<file path="config.mk">
export PLATFORM = sky130hd
export DESIGN_NAME = ldc_config_regs
export DESIGN_NICKNAME = d
export VERILOG_FILES = /design/src/verilog/ldc_pkg.sv /design/src/verilog/ldc_config_regs.sv /design/src/verilog/ldc_comp_select.sv /design/src/verilog/ldc_timing_decode.sv
export SDC_FILE = /design/constraint.sdc
export NUM_CORES = 1
export LEC_CHECK = 0
export BUFFER_PORTS_ARGS = -buffer_cell sky130_fd_sc_hd__clkbuf_2
export CORE_ASPECT_RATIO = 0.75
export CORE_MARGIN = 1
export CORE_UTILIZATION = 30
export DETAILED_ROUTE_END_ITERATION = 7
export PLACE_DENSITY = 0.53
export SYNTH_ARGS = -nofsm -noshare
export SYNTH_HDL_FRONTEND = slang
export SYNTH_SLANG_ARGS = --single-unit
export TNS_END_PERCENT = 20
</file>
<file path="constraint.sdc">
create_clock -name clk -period 2.8 [get_ports clk]
set_input_delay 0.28 -clock clk [delete_from_list [all_inputs] [get_ports clk]]
set_output_delay 0.28 -clock clk [all_outputs]
set_load 0.02 [all_outputs]
</file>
<file path="src/verilog/ldc_pkg.sv">
`default_nettype none
package ldc_pkg;
   // Register indices on the plain register port.
   localparam logic [2:0] ADDR_FIRST = 3'h0;
   localparam logic [2:0] ADDR_LOW_GRAY = 3'h1;
   localparam logic [2:0] ADDR_DARK = 3'h2;
   localparam logic [2:0] ADDR_DISP = 3'h3;
   localparam logic [2:0] ADDR_DETECT = 3'h4;
   localparam logic [2:0] ADDR_MEMCLK = 3'h5;
   localparam logic [2:0] ADDR_STATUS = 3'h6;
   // Reset values.
   localparam logic [15:0] RST_FIRST = 16'h033f;
   localparam logic [15:0] RST_LOW_GRAY = 16'h0000;
   localparam logic [15:0] RST_DARK = 16'h7fff;
   localparam logic [15:0] RST_DISP = 16'h7fff;
   localparam logic [15:0] RST_DETECT = 16'h001f;
   localparam logic [15:0] RST_MEMCLK = 16'h0000;
   // Field positions.
   localparam int SCAN_LSB = 8;
   localparam int GRAY13_BIT = 7;
   localparam int MULT_BIT = 6;
   localparam int LGC_LSB = 5;
   localparam int DELTA_HI_BIT = 4;
   localparam int DELTA_LSB = 1;
   localparam int HWRST_BIT = 0;
   localparam int COMP_EN_BIT = 15;
   localparam int LVL_A_LSB = 10;
   localparam int LVL_B_LSB = 5;
   localparam int LVL_C_LSB = 0;
   localparam int OPEN_LSB = 5;
   localparam int DEAD_LSB = 0;
   localparam int MEMCLK_EN6_BIT = 15;
   localparam int MEMCLK_DIS_BIT = 0;
   // Timing steps in nanoseconds.
   localparam logic [7:0] LGC_STEP_NS = 8'h02;
   localparam logic [7:0] DELTA_STEP_NS = 8'h0a;
   localparam logic [7:0] DELTA_HI_NS = 8'h50;
   // Register write mask: writable bits for the fifth and sixth registers.
   localparam logic [15:0] MASK_DETECT = 16'h8fff;
   localparam logic [15:0] MASK_MEMCLK = 16'h0001;
   localparam int RESET_PULSE_CYCLES = 2;

   typedef struct packed {
      logic enable;
      logic [4:0] level_a;
      logic [4:0] level_b;
      logic [4:0] level_c;
   } ldc_comp_t;

   typedef struct packed {
      logic [4:0] scan_lines;
      logic gray13;
      logic multiplier_en;
      logic [7:0] low_gray_ns;
      logic [7:0] delta_ns;
      ldc_comp_t comp;
      logic [4:0] dead_level;
      logic [2:0] open_thresh;
      logic memclk_en;
      logic [3:0] msb_bits;
      logic [3:0] lsb_bits;
   } ldc_ctrl_t;
endpackage
`default_nettype wire

</file>
<file path="src/verilog/ldc_config_regs.sv">
// Strobed register access and the register addresses were chosen for this implementation.
`timescale 1ns/1ps
`default_nettype none
// Summary of operation
// - Second register bits 6..5 pick 0, 2, 4 or 6 ns low-gray compensation.
// - With second register bit 4 clear, bits 3..1 pick 0 to 70 ns delta in 10 ns steps.
// - With bit 4 set, 80 ns is added so bits 3..1 pick 80 to 150 ns.
// - Third register holds an enable and three dark-screen levels used when serial input is 0.
// - Fourth register holds an enable and three displaying levels used when serial input is 1.
// - Fifth register bits 4..0 set the dead-time voltage when serial input is 1; zero is off.
// - Sixth register bit 0 set disables the memory clock, only while fifth bit 15 is set.
// - First register bits 12..8 choose 1 to 32 scan lines, reset 00011 meaning 4.
// - First register bit 7 chooses 14-bit gray at 0 and 13-bit gray at 1.
// - Gray values split into upper and lower parts, the upper spread over refreshes.
// - First register bit 6 enables the grayscale clock multiplier, off at reset.
module ldc_config_regs (
   input wire logic clk, // 10 MHz clock
   input wire logic rst_n, // asynchronous reset, active low
   input wire logic [2:0] addr, // register index
   input wire logic [15:0] wdata, // write data
   input wire logic wr, // write strobe
   input wire logic rd, // read strobe
   output logic [15:0] rdata, // read data, cycle after strobe
   input wire logic serial_data_input, // serial input pin
   input wire logic [15:0] gray_word, // received 16-bit gray word
   output logic [13:0] gray_value, // gray value in active depth
   output logic gray_word_error, // low padding bits not zero in 14-bit mode
   output ldc_pkg::ldc_ctrl_t ctrl, // decoded controls
   output logic driver_reset // one-shot driver reset pulse
);
   logic [15:0] first_config_register;
   logic [15:0] second_config_register;
   logic [15:0] dark_reg;
   logic [15:0] disp_reg;
   logic [15:0] detect_reg;
   logic [15:0] memclk_reg;
   logic sdi_meta;
   logic sdi_sync;
   logic [1:0] reset_count;
   ldc_pkg::ldc_comp_t comp;
   logic [4:0] dead_level;
   logic [7:0] low_gray_ns;
   logic [7:0] delta_ns;
   logic [3:0] msb_bits;
   logic [3:0] lsb_bits;

   function automatic logic hit(input logic [2:0] a, input logic [2:0] idx);
      return a == idx;
   endfunction

   // Pin input passes two flops before use.
   always_ff @(posedge clk or negedge rst_n) begin
      if (!rst_n) begin
         sdi_meta <= 1'b0;
         sdi_sync <= 1'b0;
      end else begin
         sdi_meta <= serial_data_input;
         sdi_sync <= sdi_meta;
      end
   end

   always_ff @(posedge clk or negedge rst_n) begin
      if (!rst_n) begin
         first_config_register <= ldc_pkg::RST_FIRST;
      end else if (wr && hit(addr, ldc_pkg::ADDR_FIRST)) begin
         first_config_register <= wdata;
      end
   end

   // Reset bit is self clearing, so it is never stored.
   always_ff @(posedge clk or negedge rst_n) begin
      if (!rst_n) begin
         second_config_register <= ldc_pkg::RST_LOW_GRAY;
      end else if (wr && hit(addr, ldc_pkg::ADDR_LOW_GRAY)) begin
         second_config_register <= wdata & ~(16'h0001 << ldc_pkg::HWRST_BIT);
      end
   end

   always_ff @(posedge clk or negedge rst_n) begin
      if (!rst_n) begin
         dark_reg <= ldc_pkg::RST_DARK;
         disp_reg <= ldc_pkg::RST_DISP;
      end else if (wr) begin
         if (hit(addr, ldc_pkg::ADDR_DARK)) begin
            dark_reg <= wdata;
         end
         if (hit(addr, ldc_pkg::ADDR_DISP)) begin
            disp_reg <= wdata;
         end
      end
   end

   always_ff @(posedge clk or negedge rst_n) begin
      if (!rst_n) begin
         detect_reg <= ldc_pkg::RST_DETECT;
         memclk_reg <= ldc_pkg::RST_MEMCLK;
      end else if (wr) begin
         if (hit(addr, ldc_pkg::ADDR_DETECT)) begin
            detect_reg <= wdata & ldc_pkg::MASK_DETECT;
         end
         if (hit(addr, ldc_pkg::ADDR_MEMCLK)) begin
            memclk_reg <= wdata & ldc_pkg::MASK_MEMCLK;
         end
      end
   end

   // A short pulse lets downstream logic on slow paths see the reset.
   always_ff @(posedge clk or negedge rst_n) begin
      if (!rst_n) begin
         reset_count <= 2'h0;
      end else if (wr && hit(addr, ldc_pkg::ADDR_LOW_GRAY) && wdata[ldc_pkg::HWRST_BIT]) begin
         reset_count <= 2'(ldc_pkg::RESET_PULSE_CYCLES);
      end else if (reset_count != 2'h0) begin
         reset_count <= reset_count - 2'h1;
      end
   end
   assign driver_reset = reset_count != 2'h0;

   always_ff @(posedge clk or negedge rst_n) begin
      if (!rst_n) begin
         rdata <= 16'h0000;
      end else if (rd) begin
         unique case (addr)
            ldc_pkg::ADDR_FIRST: rdata <= first_config_register;
            ldc_pkg::ADDR_LOW_GRAY: rdata <= second_config_register;
            ldc_pkg::ADDR_DARK: rdata <= dark_reg;
            ldc_pkg::ADDR_DISP: rdata <= disp_reg;
            ldc_pkg::ADDR_DETECT: rdata <= detect_reg;
            ldc_pkg::ADDR_MEMCLK: rdata <= memclk_reg;
            ldc_pkg::ADDR_STATUS: rdata <= {13'h0000, driver_reset, ctrl.memclk_en, sdi_sync};
            default: rdata <= 16'h0000;
         endcase
      end else begin
         rdata <= 16'h0000;
      end
   end

   ldc_comp_select u_comp (
      .serial_data_input(sdi_sync),
      .dark_reg(dark_reg),
      .disp_reg(disp_reg),
      .detect_reg(detect_reg),
      .comp(comp),
      .dead_level(dead_level)
   );

   ldc_timing_decode u_timing (
      .low_gray_reg(second_config_register),
      .first_reg(first_config_register),
      .low_gray_ns(low_gray_ns),
      .delta_ns(delta_ns),
      .msb_bits(msb_bits),
      .lsb_bits(lsb_bits)
   );

   // 14-bit mode drops the two zero padding bits; 13-bit mode drops three.
   always_ff @(posedge clk or negedge rst_n) begin
      if (!rst_n) begin
         gray_value <= 14'h0000;
         gray_word_error <= 1'b0;
      end else if (first_config_register[ldc_pkg::GRAY13_BIT]) begin
         gray_value <= {1'b0, gray_word[15:3]};
         gray_word_error <= 1'b0;
      end else begin
         gray_value <= gray_word[15:2];
         gray_word_error <= gray_word[1:0] != 2'h0;
      end
   end

   always_ff @(posedge clk or negedge rst_n) begin
      if (!rst_n) begin
         ctrl <= '0;
      end else begin
         ctrl.scan_lines <= first_config_register[ldc_pkg::SCAN_LSB +: 5];
         ctrl.gray13 <= first_config_register[ldc_pkg::GRAY13_BIT];
         ctrl.multiplier_en <= first_config_register[ldc_pkg::MULT_BIT];
         ctrl.low_gray_ns <= low_gray_ns;
         ctrl.delta_ns <= delta_ns;
         ctrl.comp <= comp;
         ctrl.dead_level <= dead_level;
         ctrl.open_thresh <= detect_reg[ldc_pkg::OPEN_LSB +: 3];
         ctrl.memclk_en <= !(detect_reg[ldc_pkg::MEMCLK_EN6_BIT]
                             && memclk_reg[ldc_pkg::MEMCLK_DIS_BIT]);
         ctrl.msb_bits <= msb_bits;
         ctrl.lsb_bits <= lsb_bits;
      end
   end
endmodule // ldc_config_regs
`default_nettype wire

</file>
<file path="src/verilog/ldc_comp_select.sv">
`timescale 1ns/1ps
`default_nettype none
module ldc_comp_select (
   input wire logic serial_data_input, // synchronised serial input bit
   input wire logic [15:0] dark_reg, // dark-screen register
   input wire logic [15:0] disp_reg, // displaying register
   input wire logic [15:0] detect_reg, // dead-time register
   output ldc_pkg::ldc_comp_t comp, // active compensation set
   output logic [4:0] dead_level // dead-time level, zero when off
);
   function automatic ldc_pkg::ldc_comp_t unpack_comp(input logic [15:0] r);
      ldc_pkg::ldc_comp_t c;
      c.enable = r[ldc_pkg::COMP_EN_BIT];
      c.level_a = r[ldc_pkg::LVL_A_LSB +: 5];
      c.level_b = r[ldc_pkg::LVL_B_LSB +: 5];
      c.level_c = r[ldc_pkg::LVL_C_LSB +: 5];
      return c;
   endfunction

   always_comb begin
      if (serial_data_input) begin
         comp = unpack_comp(disp_reg);
         dead_level = detect_reg[ldc_pkg::DEAD_LSB +: 5];
      end else begin
         comp = unpack_comp(dark_reg);
         dead_level = 5'h00;
      end
   end
endmodule // ldc_comp_select
`default_nettype wire

</file>
<file path="src/verilog/ldc_timing_decode.sv">
`timescale 1ns/1ps
`default_nettype none
module ldc_timing_decode (
   input wire logic [15:0] low_gray_reg, // second register
   input wire logic [15:0] first_reg, // first register
   output logic [7:0] low_gray_ns, // low-gray compensation in ns
   output logic [7:0] delta_ns, // delta time in ns
   output logic [3:0] msb_bits, // upper gray part width
   output logic [3:0] lsb_bits // lower gray part width
);
   logic [1:0] lgc_code;
   logic [2:0] delta_code;
   logic [7:0] delta_base;
   assign lgc_code = low_gray_reg[ldc_pkg::LGC_LSB +: 2];
   assign delta_code = low_gray_reg[ldc_pkg::DELTA_LSB +: 3];
   assign low_gray_ns = 8'(lgc_code * ldc_pkg::LGC_STEP_NS);
   assign delta_base = 8'(delta_code * ldc_pkg::DELTA_STEP_NS);
   assign delta_ns = low_gray_reg[ldc_pkg::DELTA_HI_BIT] ?
                     8'(delta_base + ldc_pkg::DELTA_HI_NS) : delta_base;
   // Lower part is fixed at six bits; the remainder is spread over refreshes.
   assign lsb_bits = 4'h6;
   assign msb_bits = first_reg[ldc_pkg::GRAY13_BIT] ? 4'h7 : 4'h8;
endmodule // ldc_timing_decode
`default_nettype wire

</file>
Word-level counts from Yosys, hierarchy flattened
Index checks and enable logic that the tools add are counted.
{ "op_classes": {"n_reduce_logical": 13, "mul": 1, "n_eq_ne": 6, "n_mux": 10, "n_addsub": 2} }
{ "op_table": {"columns": ["cell", "count"], "rows": [
  ["$pmux 16 s7", 1],
  ["$mux 16", 2],
  ["$mux 14", 1],
  ["$eq 3x3->1 const B", 3],
  ["$add 7x7->8 const B", 1],
  ["$mux 8", 1],
  ["$reduce_and 2->1", 4],
  ["$eq 3x2->1 const B", 2],
  ["$mul 3x3->6 const B", 1],
  ["$reduce_bool 2->1", 3],
  ["$mux 5", 1],
  ["$logic_and 1x1->1", 4],
  ["$mux 2", 2],
  ["$mux 4", 1],
  ["$eq 3x1->1 const B", 1],
  ["$logic_not 3->1", 1],
  ["$sub 2x1->2 const B", 1],
  ["$logic_not 1->1", 1],
  ["$mux 1", 1]
]} }
{ "word_totals": {"inputBits": 40, "ff_bits": 159, "out_inout_bits": 88, "elab_cells": 58} }

Logic depth before layout (Yosys ltp)
Gate-level depths: netlist of the first run.
{ "logic_depth": {"depth_word": 4, "mapped_depth": 7, "ltp_nobuf": 6} }

Cells and area by module
Synthesis of the first run repeated with hierarchy kept, for this count alone.
{ "hier_totals": {"cells_unflattened": 443, "area_unflattened_um2": 6880.3} }
{ "by_module_without_submodules": {"columns": ["module", "n_inst", "seq_area_each_um2", "cells_per_inst", "area_each_um2"], "rows": [
  ["ldc_config_regs", 1, 4257.8, 379, 6276.0],
  ["ldc_timing_decode", 1, 0.0, 41, 314.1],
  ["ldc_comp_select", 1, 0.0, 23, 290.3]
]} }

Least setup slack after synthesis of the first run
OpenSTA, ideal clock, no wires.
{ "synth_path": {"path_type": "reg2reg", "startpoint": "reg second_config_register[3]", "endpoint": "reg ctrl[38] (netlist bit)", "path_stages_with_launch": 5, "path_buffers": 0, "setup_time_ns": 0.125, "required_time_ns": 2.675, "t_arrival_ns": 1.596, "setup_slack_ns": 1.079, "synth_period_minus_slack_ns": 1.721, "cell_sequence": "dfrtp_1 > ha_1 > ha_1 > fa_1 > mux2_2"} }
{ "synth_via": {"elab_chain_len": 3} }
{ "synth_rtl": {"columns": ["element", "line_no", "rtl"], "rows": [
  ["from (decl)", "ldc_config_regs.sv:32", "logic [15:0] second_config_register;"],
  ["from (signal assigned)", "ldc_config_regs.sv:73", "second_config_register <= ldc_pkg::RST_LOW_GRAY;"],
  ["from (signal assigned)", "ldc_config_regs.sv:75", "second_config_register <= wdata & ~(16'h0001 << ldc_pkg::HWRST_BIT);"],
  ["$mul 3x3->6 (*)", "ldc_timing_decode.sv:17", "assign delta_base = 8'(delta_code * ldc_pkg::DELTA_STEP_NS);"],
  ["$add 7x7->8", "ldc_timing_decode.sv:19", "8'(delta_base + ldc_pkg::DELTA_HI_NS) : delta_base;"],
  ["$mux 8 (*)", "ldc_timing_decode.sv:18", "assign delta_ns = low_gray_reg[ldc_pkg::DELTA_HI_BIT] ?"],
  ["named net delta_ns[5]", "ldc_config_regs.sv:43", "logic [7:0] delta_ns;"],
  ["to (decl)", "ldc_config_regs.sv:28", "output ldc_pkg::ldc_ctrl_t ctrl,"]
]} }
Mark *: on every way through the listed nets, which the timed path passes. The rest lies on a longest branch.
A chain may end at the register's enable or synchronous reset.

Worst setup path in the final report of the first run
Same ends and word-level chain as after synthesis.

==> results of run 1 <==
worst paths after layout:
kind / startpoint / to / depth (start not counted)
min reg2reg: sdi_meta$_DFF_PN0_ / sdi_sync$_DFF_PN0_ / 0
min in group asynchronous: rst_n / gray_word_error$_DFF_PN0_ / 2
min: gray_word[0] / gray_word_error$_DFF_PN0_ / 3
max in group asynchronous: rst_n / dark_reg[13]$_DFFE_PN1P_ / 3
max: second_config_register[3]$_DFFE_PN0N_ / ctrl[38]$_DFF_PN0_ / 4
max reg2reg: second_config_register[3]$_DFFE_PN0N_ / ctrl[38]$_DFF_PN0_ / 4
cells in the mapped netlist (all sizes together) (4+ instances only):
| cell type | instances | area share (%) |
|---|---|---|
| dfstp | 43 | 18 |
| inv | 5 | 0.38 |
| clkbuf | 5 | 0.30 |
| a21oi | 14 | 1.1 |
| dfrtp | 112 | 45 |
| buf | 30 | 3.3 |
| ha | 4 | 0.80 |
| nor2 | 13 | 1.1 |
| nand2 | 10 | 0.72 |
| a22oi | 18 | 2.2 |
| and2 | 8 | 0.80 |
| o21ai | 4 | 0.32 |
| mux2 | 117 | 21 |
power groups by stage:
| stage | sequential [uW] | combinational, uW | clock [uW] |
|---|---|---|---|
| after global routing | 3150 | 1410 | 2370 |
| after CTS | 3090 | 1320 | 2270 |
| final | 3080 | 1300 | 2200 |
| after floorplan | 3280 | 648 | 0 |
| after global placement | 3100 | 1280 | 0 |
| after detailed placement | 3120 | 1310 | 0 |
tightest hold or removal path: cells and delay by family:
family / cells / cell delay [ns]
simple gates: 2 / 0.10
buf+inv: 1 / 0.08
layout make-up:
cell class                      instances  share of cell area [%]
Sequential cell                       155                    51.3
Inverter                                5                   0.310
Clock buffer                           23                    6.10
Tap cell                              282                    4.60
Clock inverter                          9                    1.27
Timing Repair Buffer                  130                    9.18
Multi-Input combinational cell        233                    27.3
kinds of logic (layout without fill, tap and decap cells):
family	count (synthesis)	after routing	synth area share [%]
fa+ha+maj	5	5	1.12
mux	120	120	21.6
simple gates	47	47	4.51
other cells	2	10	0.120
flops	155	155	63.0
buf+inv	40	167	3.97
compound gates	49	49	5.41
xor+xnor	2	2	0.281
layer usage:
layer  vias up  wire, um  track usage [%]
li1       1714         -                -
met1      1988      6830             19.3
met2        89      6880             22.2
met3        12       633             4.52
met4         0       153             4.49
met5         -         0                0
repair_timing:
action                    in CTS  in global routing
hold buffers                   2                  0
buffers inserted               0                  0
hold endpoints to repair      33                  0
metrics by stage:
stage	utilization [%]	hold WS, ns	setup slack (ns)	area (um2)	std cells
2_1_floorplan	-	-0.0156	1.08	6270	428
3_3_place_gp	34.9	0.244	0.672	7090	803
3_5_place_dp	34.9	0.250	0.622	7090	803
4_1_cts	37.7	0.0661	0.987	7670	837
5_1_grt	37.7	0.0805	0.892	7670	837
6_report	37.7	0.0860	0.994	7670	837
==> results.json, run 1 <==
{
  "status": "complete, no violations",
  "crit_type": "reg2reg",
  "tightest_slew_ns": 1.12,
  "areaGrowthSynthToFinish_pct": 22.9,
  "crit_arrival_ns": 2.11,
  "drive_above_1_share_pct": 56.6,
  "antenna_found_initial": 0,
  "cts_max_path_buffers": 2,
  "cts_resized": 0,
  "route.antenna.remaining_nets": 0,
  "clk_pin_slew_worst_paths_ns": 0.06,
  "ys_async_sr_fraction_pct": 100,
  "vias": 3803,
  "gp_congestion": 0.757,
  "p_comb_share_pct": 19.7,
  "leakage_uw": 0.00344,
  "nNetsFinal": 587,
  "fillerInstances": 1929,
  "finalSetupViolCount": 0,
  "setup-tns-final_ns": 0,
  "rrSetupSlack_ns": 0.99,
  "cp_max_fo": 5,
  "cpPeakStageDelay_ns": 0.44,
  "ys_types": 42,
  "powerDensity_nw_per_um2": 857,
  "coreArea_um2": 20300,
  "ys_seq_area_share_pct": 63.0,
  "wirelength_mm": 14.5,
  "p_sw_uw": 1840,
  "worstSkewPairLatency_ns": 0.42,
  "cts-root-buf": "clkbuf_16",
  "path_common_cell": "ha_1",
  "largest_register_ffs": 43,
  "io_pins": 128,
  "clock_power_share_pct": 33.4,
  "final_common_cell": "clkbuf_2",
  "yosysWarnings": 0,
  "start_kind": "flip-flop",
  "io_buffers": 118,
  "synth_ff_type": "dfrtp_1",
  "fin_skew_ns": 0.0117,
  "post-route-min-period_ns": 1.81,
  "grt.overflow.total": 0,
  "worst_path_dominant_cell_family": "adder cells",
  "grt_pass1_wl_mm": 23.0,
  "post-route-drc-count": 0,
  "diodes": 0,
  "seq_area_um2": 3930,
  "die_area_um2": 21400,
  "end_kind": "flip-flop",
  "p_total_uw": 6570,
  "required_ns": 3.10,
  "slew_violations": 0,
  "multi_input_area_um2": 2090,
  "via_per_inst": 4.54,
  "drt_iter0_drc": 278,
  "grt_max_degree": 75,
  "hold_viol_final": 0,
  "p_int_uw": 4730,
  "p_sw_share_pct": 28.0,
  "cts_made_buffers": 17,
  "dr.pass1.iters": 4,
  "mostFrequentLayoutCells": "clkbuf_2 (117), dfrtp_1 (112), mux2_2 (107)",
  "grt_pass1_vias": 3937,
  "ys_ff_latch": 155,
  "pwr-share-seq_pct": 46.8,
  "slew_headroom_pct": 25.0,
  "start_util_pct": 30.7,
  "cts_tree": "built",
  "ir_drop_v": 0.000446,
  "max-cap-violations": 0,
  "hpwlAfterDp_mm": 9.85,
  "crit_buf_inv": 0,
  "die_x_um": 169,
  "clock.fmax_ghz": 0.554,
  "rsz0062_at_grt": "no",
  "synth-edff-count": 0,
  "avgSynthCellArea_um2": 14.9,
  "rows": 45,
  "netlist_instances": 420,
  "worstPathCellList": "ha_1, ha_1, fa_1, mux2_2",
  "synth_area_um2": 6240,
  "cp_slowest_cell": "dfrtp_1",
  "htreeDepth": 4,
  "fin_crit_sh_pct": 64.5,
  "cts_sinks": 155,
  "track_usage_pct": 14.4,
  "post_drt_wl_per_cell_um": 17.3,
  "die_y_um": 127,
  "largest-register": "ctrl",
  "min_path_type": "in2reg"
}
Note: power is estimated with default switching activity, not from simulation.
==> inputs of run 2 (changes only) <==
==> constraint.sdc (replaced) <==
create_clock -name clk -period 1.8 [get_ports clk]
set_input_delay 0.18 -clock clk [delete_from_list [all_inputs] [get_ports clk]]
set_output_delay 0.18 -clock clk [all_outputs]
set_load 0.02 [all_outputs]
==> run 2 against run 1 <==
Effect of this change: worst setup slack got worse by 0.89 ns; clock power rose by 55%; final area is 5.1% higher; die area stayed put; combinational power increased by 62%; cell count rose by 5.0%; power up 57%; global-route usage hardly changed; maximum frequency is 6.5% higher; critical path type unchanged; critical endpoint unchanged.
==> results.json, run 2 (same netlist as run 1, synthesis figures left out) <==
{
  "status": "complete, no violations",
  "mostFrequentLayoutCells": "clkbuf_2 (117), dfrtp_1 (112), mux2_2 (107)",
  "hold_end": "disp_reg[14]$_DFFE_PN1P_",
  "cts_sinks": 155,
  "min_from": "wdata[14]",
  "final_common_cell": "clkbuf_2",
  "route.antenna.remaining_nets": 0,
  "reg2reg_depth": 4,
  "antenna_found_initial": 0,
  "rrSetupSlack_ns": 0.10,
  "rows": 45,
  "drive_above_1_share_pct": 57.3,
  "gp_congestion": 0.752,
  "grt.overflow.total": 0,
  "worstSkewPairLatency_ns": 0.43,
  "powerDensity_nw_per_um2": 1280,
  "grt_pass1_wl_mm": 23.0,
  "cp_slowest_cell": "fa_1",
  "slew_violations": 0,
  "hold_viol_final": 0,
  "ir_drop_v": 0.000677,
  "fin_skew_ns": 0.00968,
  "dr.pass1.iters": 4,
  "grt_pass1_vias": 4170,
  "largest_register_ffs": 43,
  "r2r_start": "second_config_register[3]$_DFFE_PN0N_",
  "p_total_uw": 10300,
  "clock.fmax_ghz": 0.589,
  "fillerInstances": 1943,
  "die_x_um": 169,
  "die_area_um2": 21400,
  "start_kind": "flip-flop",
  "required_ns": 2.10,
  "finalSetupViolCount": 0,
  "tightest_slew_ns": 0.654,
  "hpwlAfterDp_mm": 10.3,
  "leakage_uw": 0.00364,
  "htreeDepth": 4,
  "cts_max_path_buffers": 2,
  "coreArea_um2": 20300,
  "crit_type": "reg2reg",
  "cts_tree": "built",
  "post_drt_wl_per_cell_um": 16.6,
  "cts-root-buf": "clkbuf_16",
  "post-route-min-period_ns": 1.70,
  "areaGrowthSynthToFinish_pct": 29.1,
  "start_util_pct": 30.7,
  "max-cap-violations": 0,
  "rsz0062_at_grt": "no",
  "cpPeakStageDelay_ns": 0.42,
  "setup-tns-final_ns": 0,
  "cts_made_buffers": 17,
  "min_path_type": "in2reg",
  "hold_path_depth": 2,
  "grt_max_degree": 56,
  "cts_resized": 0,
  "slew_headroom_pct": 56.4,
  "vias": 3885,
  "crit_arrival_ns": 2.00,
  "wirelength_mm": 14.6,
  "worstReg2RegEnd": "ctrl[38]$_DFF_PN0_",
  "path_common_cell": "ha_1",
  "clk_pin_slew_worst_paths_ns": 0.06,
  "fin_crit_sh_pct": 94.2,
  "cp_max_fo": 2,
  "io_pins": 128,
  "track_usage_pct": 14.4,
  "end_kind": "flip-flop",
  "largest-register": "ctrl",
  "via_per_inst": 4.42,
  "drt_iter0_drc": 231,
  "diodes": 0,
  "io_buffers": 118,
  "die_y_um": 127,
  "post-route-drc-count": 0,
  "nNetsFinal": 629,
  "worstPathCellList": "ha_1, ha_1, fa_1, mux2_2"
}
[run 2: worst max-delay path: cells and delay by family (launching register included)]
kind / cells / cell delay, ns
adders and majority gates: 3 / 0.94
DFF: 1 / 0.38
muxes: 1 / 0.27
[run 2: repair_timing]
action,in CTS,in global routing
endpoints found under the hold margin,51,0
hold buffers,18,0
buffers inserted,0,0
[run 2: final cells by class]
type                            instances  area, um2  share of cell area, %
Clock buffer                           21        460                   5.71
Tap cell                              282        353                   4.38
Sequential cell                       155       3930                   48.8
Clock inverter                         11        114                   1.41
Multi-Input combinational cell        233       2090                   26.0
Inverter                                5       23.8                  0.295
Timing Repair Buffer                  172       1080                   13.5
[run 2: where the power goes]
part,internal [uW],switching (uW)
clock network,1990,1430
logic,967,1140
registers,4360,411
[run 2: through the flow]
stage | instances | hold WS [ns] | util [%] | area [um2] | worst slack, ns
after floorplan | 428 | -0.116 | - | 6270 | 0.0789
after global routing | 879 | 0.0230 | 39.7 | 8060 | 0.0497
after detailed placement | 829 | 0.185 | 35.9 | 7310 | 0.0950
after CTS | 879 | 0.00641 | 39.7 | 8060 | 0.0980
after global placement | 829 | 0.184 | 35.9 | 7310 | 0.122
final | 879 | 0.0335 | 39.7 | 8060 | 0.104
[run 2: metal layers]
layer / track usage [%] / routed length (um) / vias to the layer above
li1: - / - / 1792
met5: 0 / 0 / -
met3: 4.12 / 572 / 15
met1: 19.0 / 6810 / 2006
met2: 22.7 / 7030 / 72
met4: 5.29 / 212 / 0
[run 2: worst max-delay path by stage]
stage	from	to	slack, ns	cells after the start
after global placement	second_config_register[3]$_DFFE_PN0N_	ctrl[38]$_DFF_PN0_	0.12	4
after global routing	second_config_register[1]$_DFFE_PN0N_	ctrl[38]$_DFF_PN0_	0.05	4
final	second_config_register[3]$_DFFE_PN0N_	ctrl[38]$_DFF_PN0_	0.10	4
after detailed placement	second_config_register[3]$_DFFE_PN0N_	ctrl[38]$_DFF_PN0_	0.1	4
after floorplan	second_config_register[3]$_DFFE_PN0N_	ctrl[38]$_DFF_PN0_	0.08	4
after CTS	second_config_register[1]$_DFFE_PN0N_	ctrl[38]$_DFF_PN0_	0.1	4
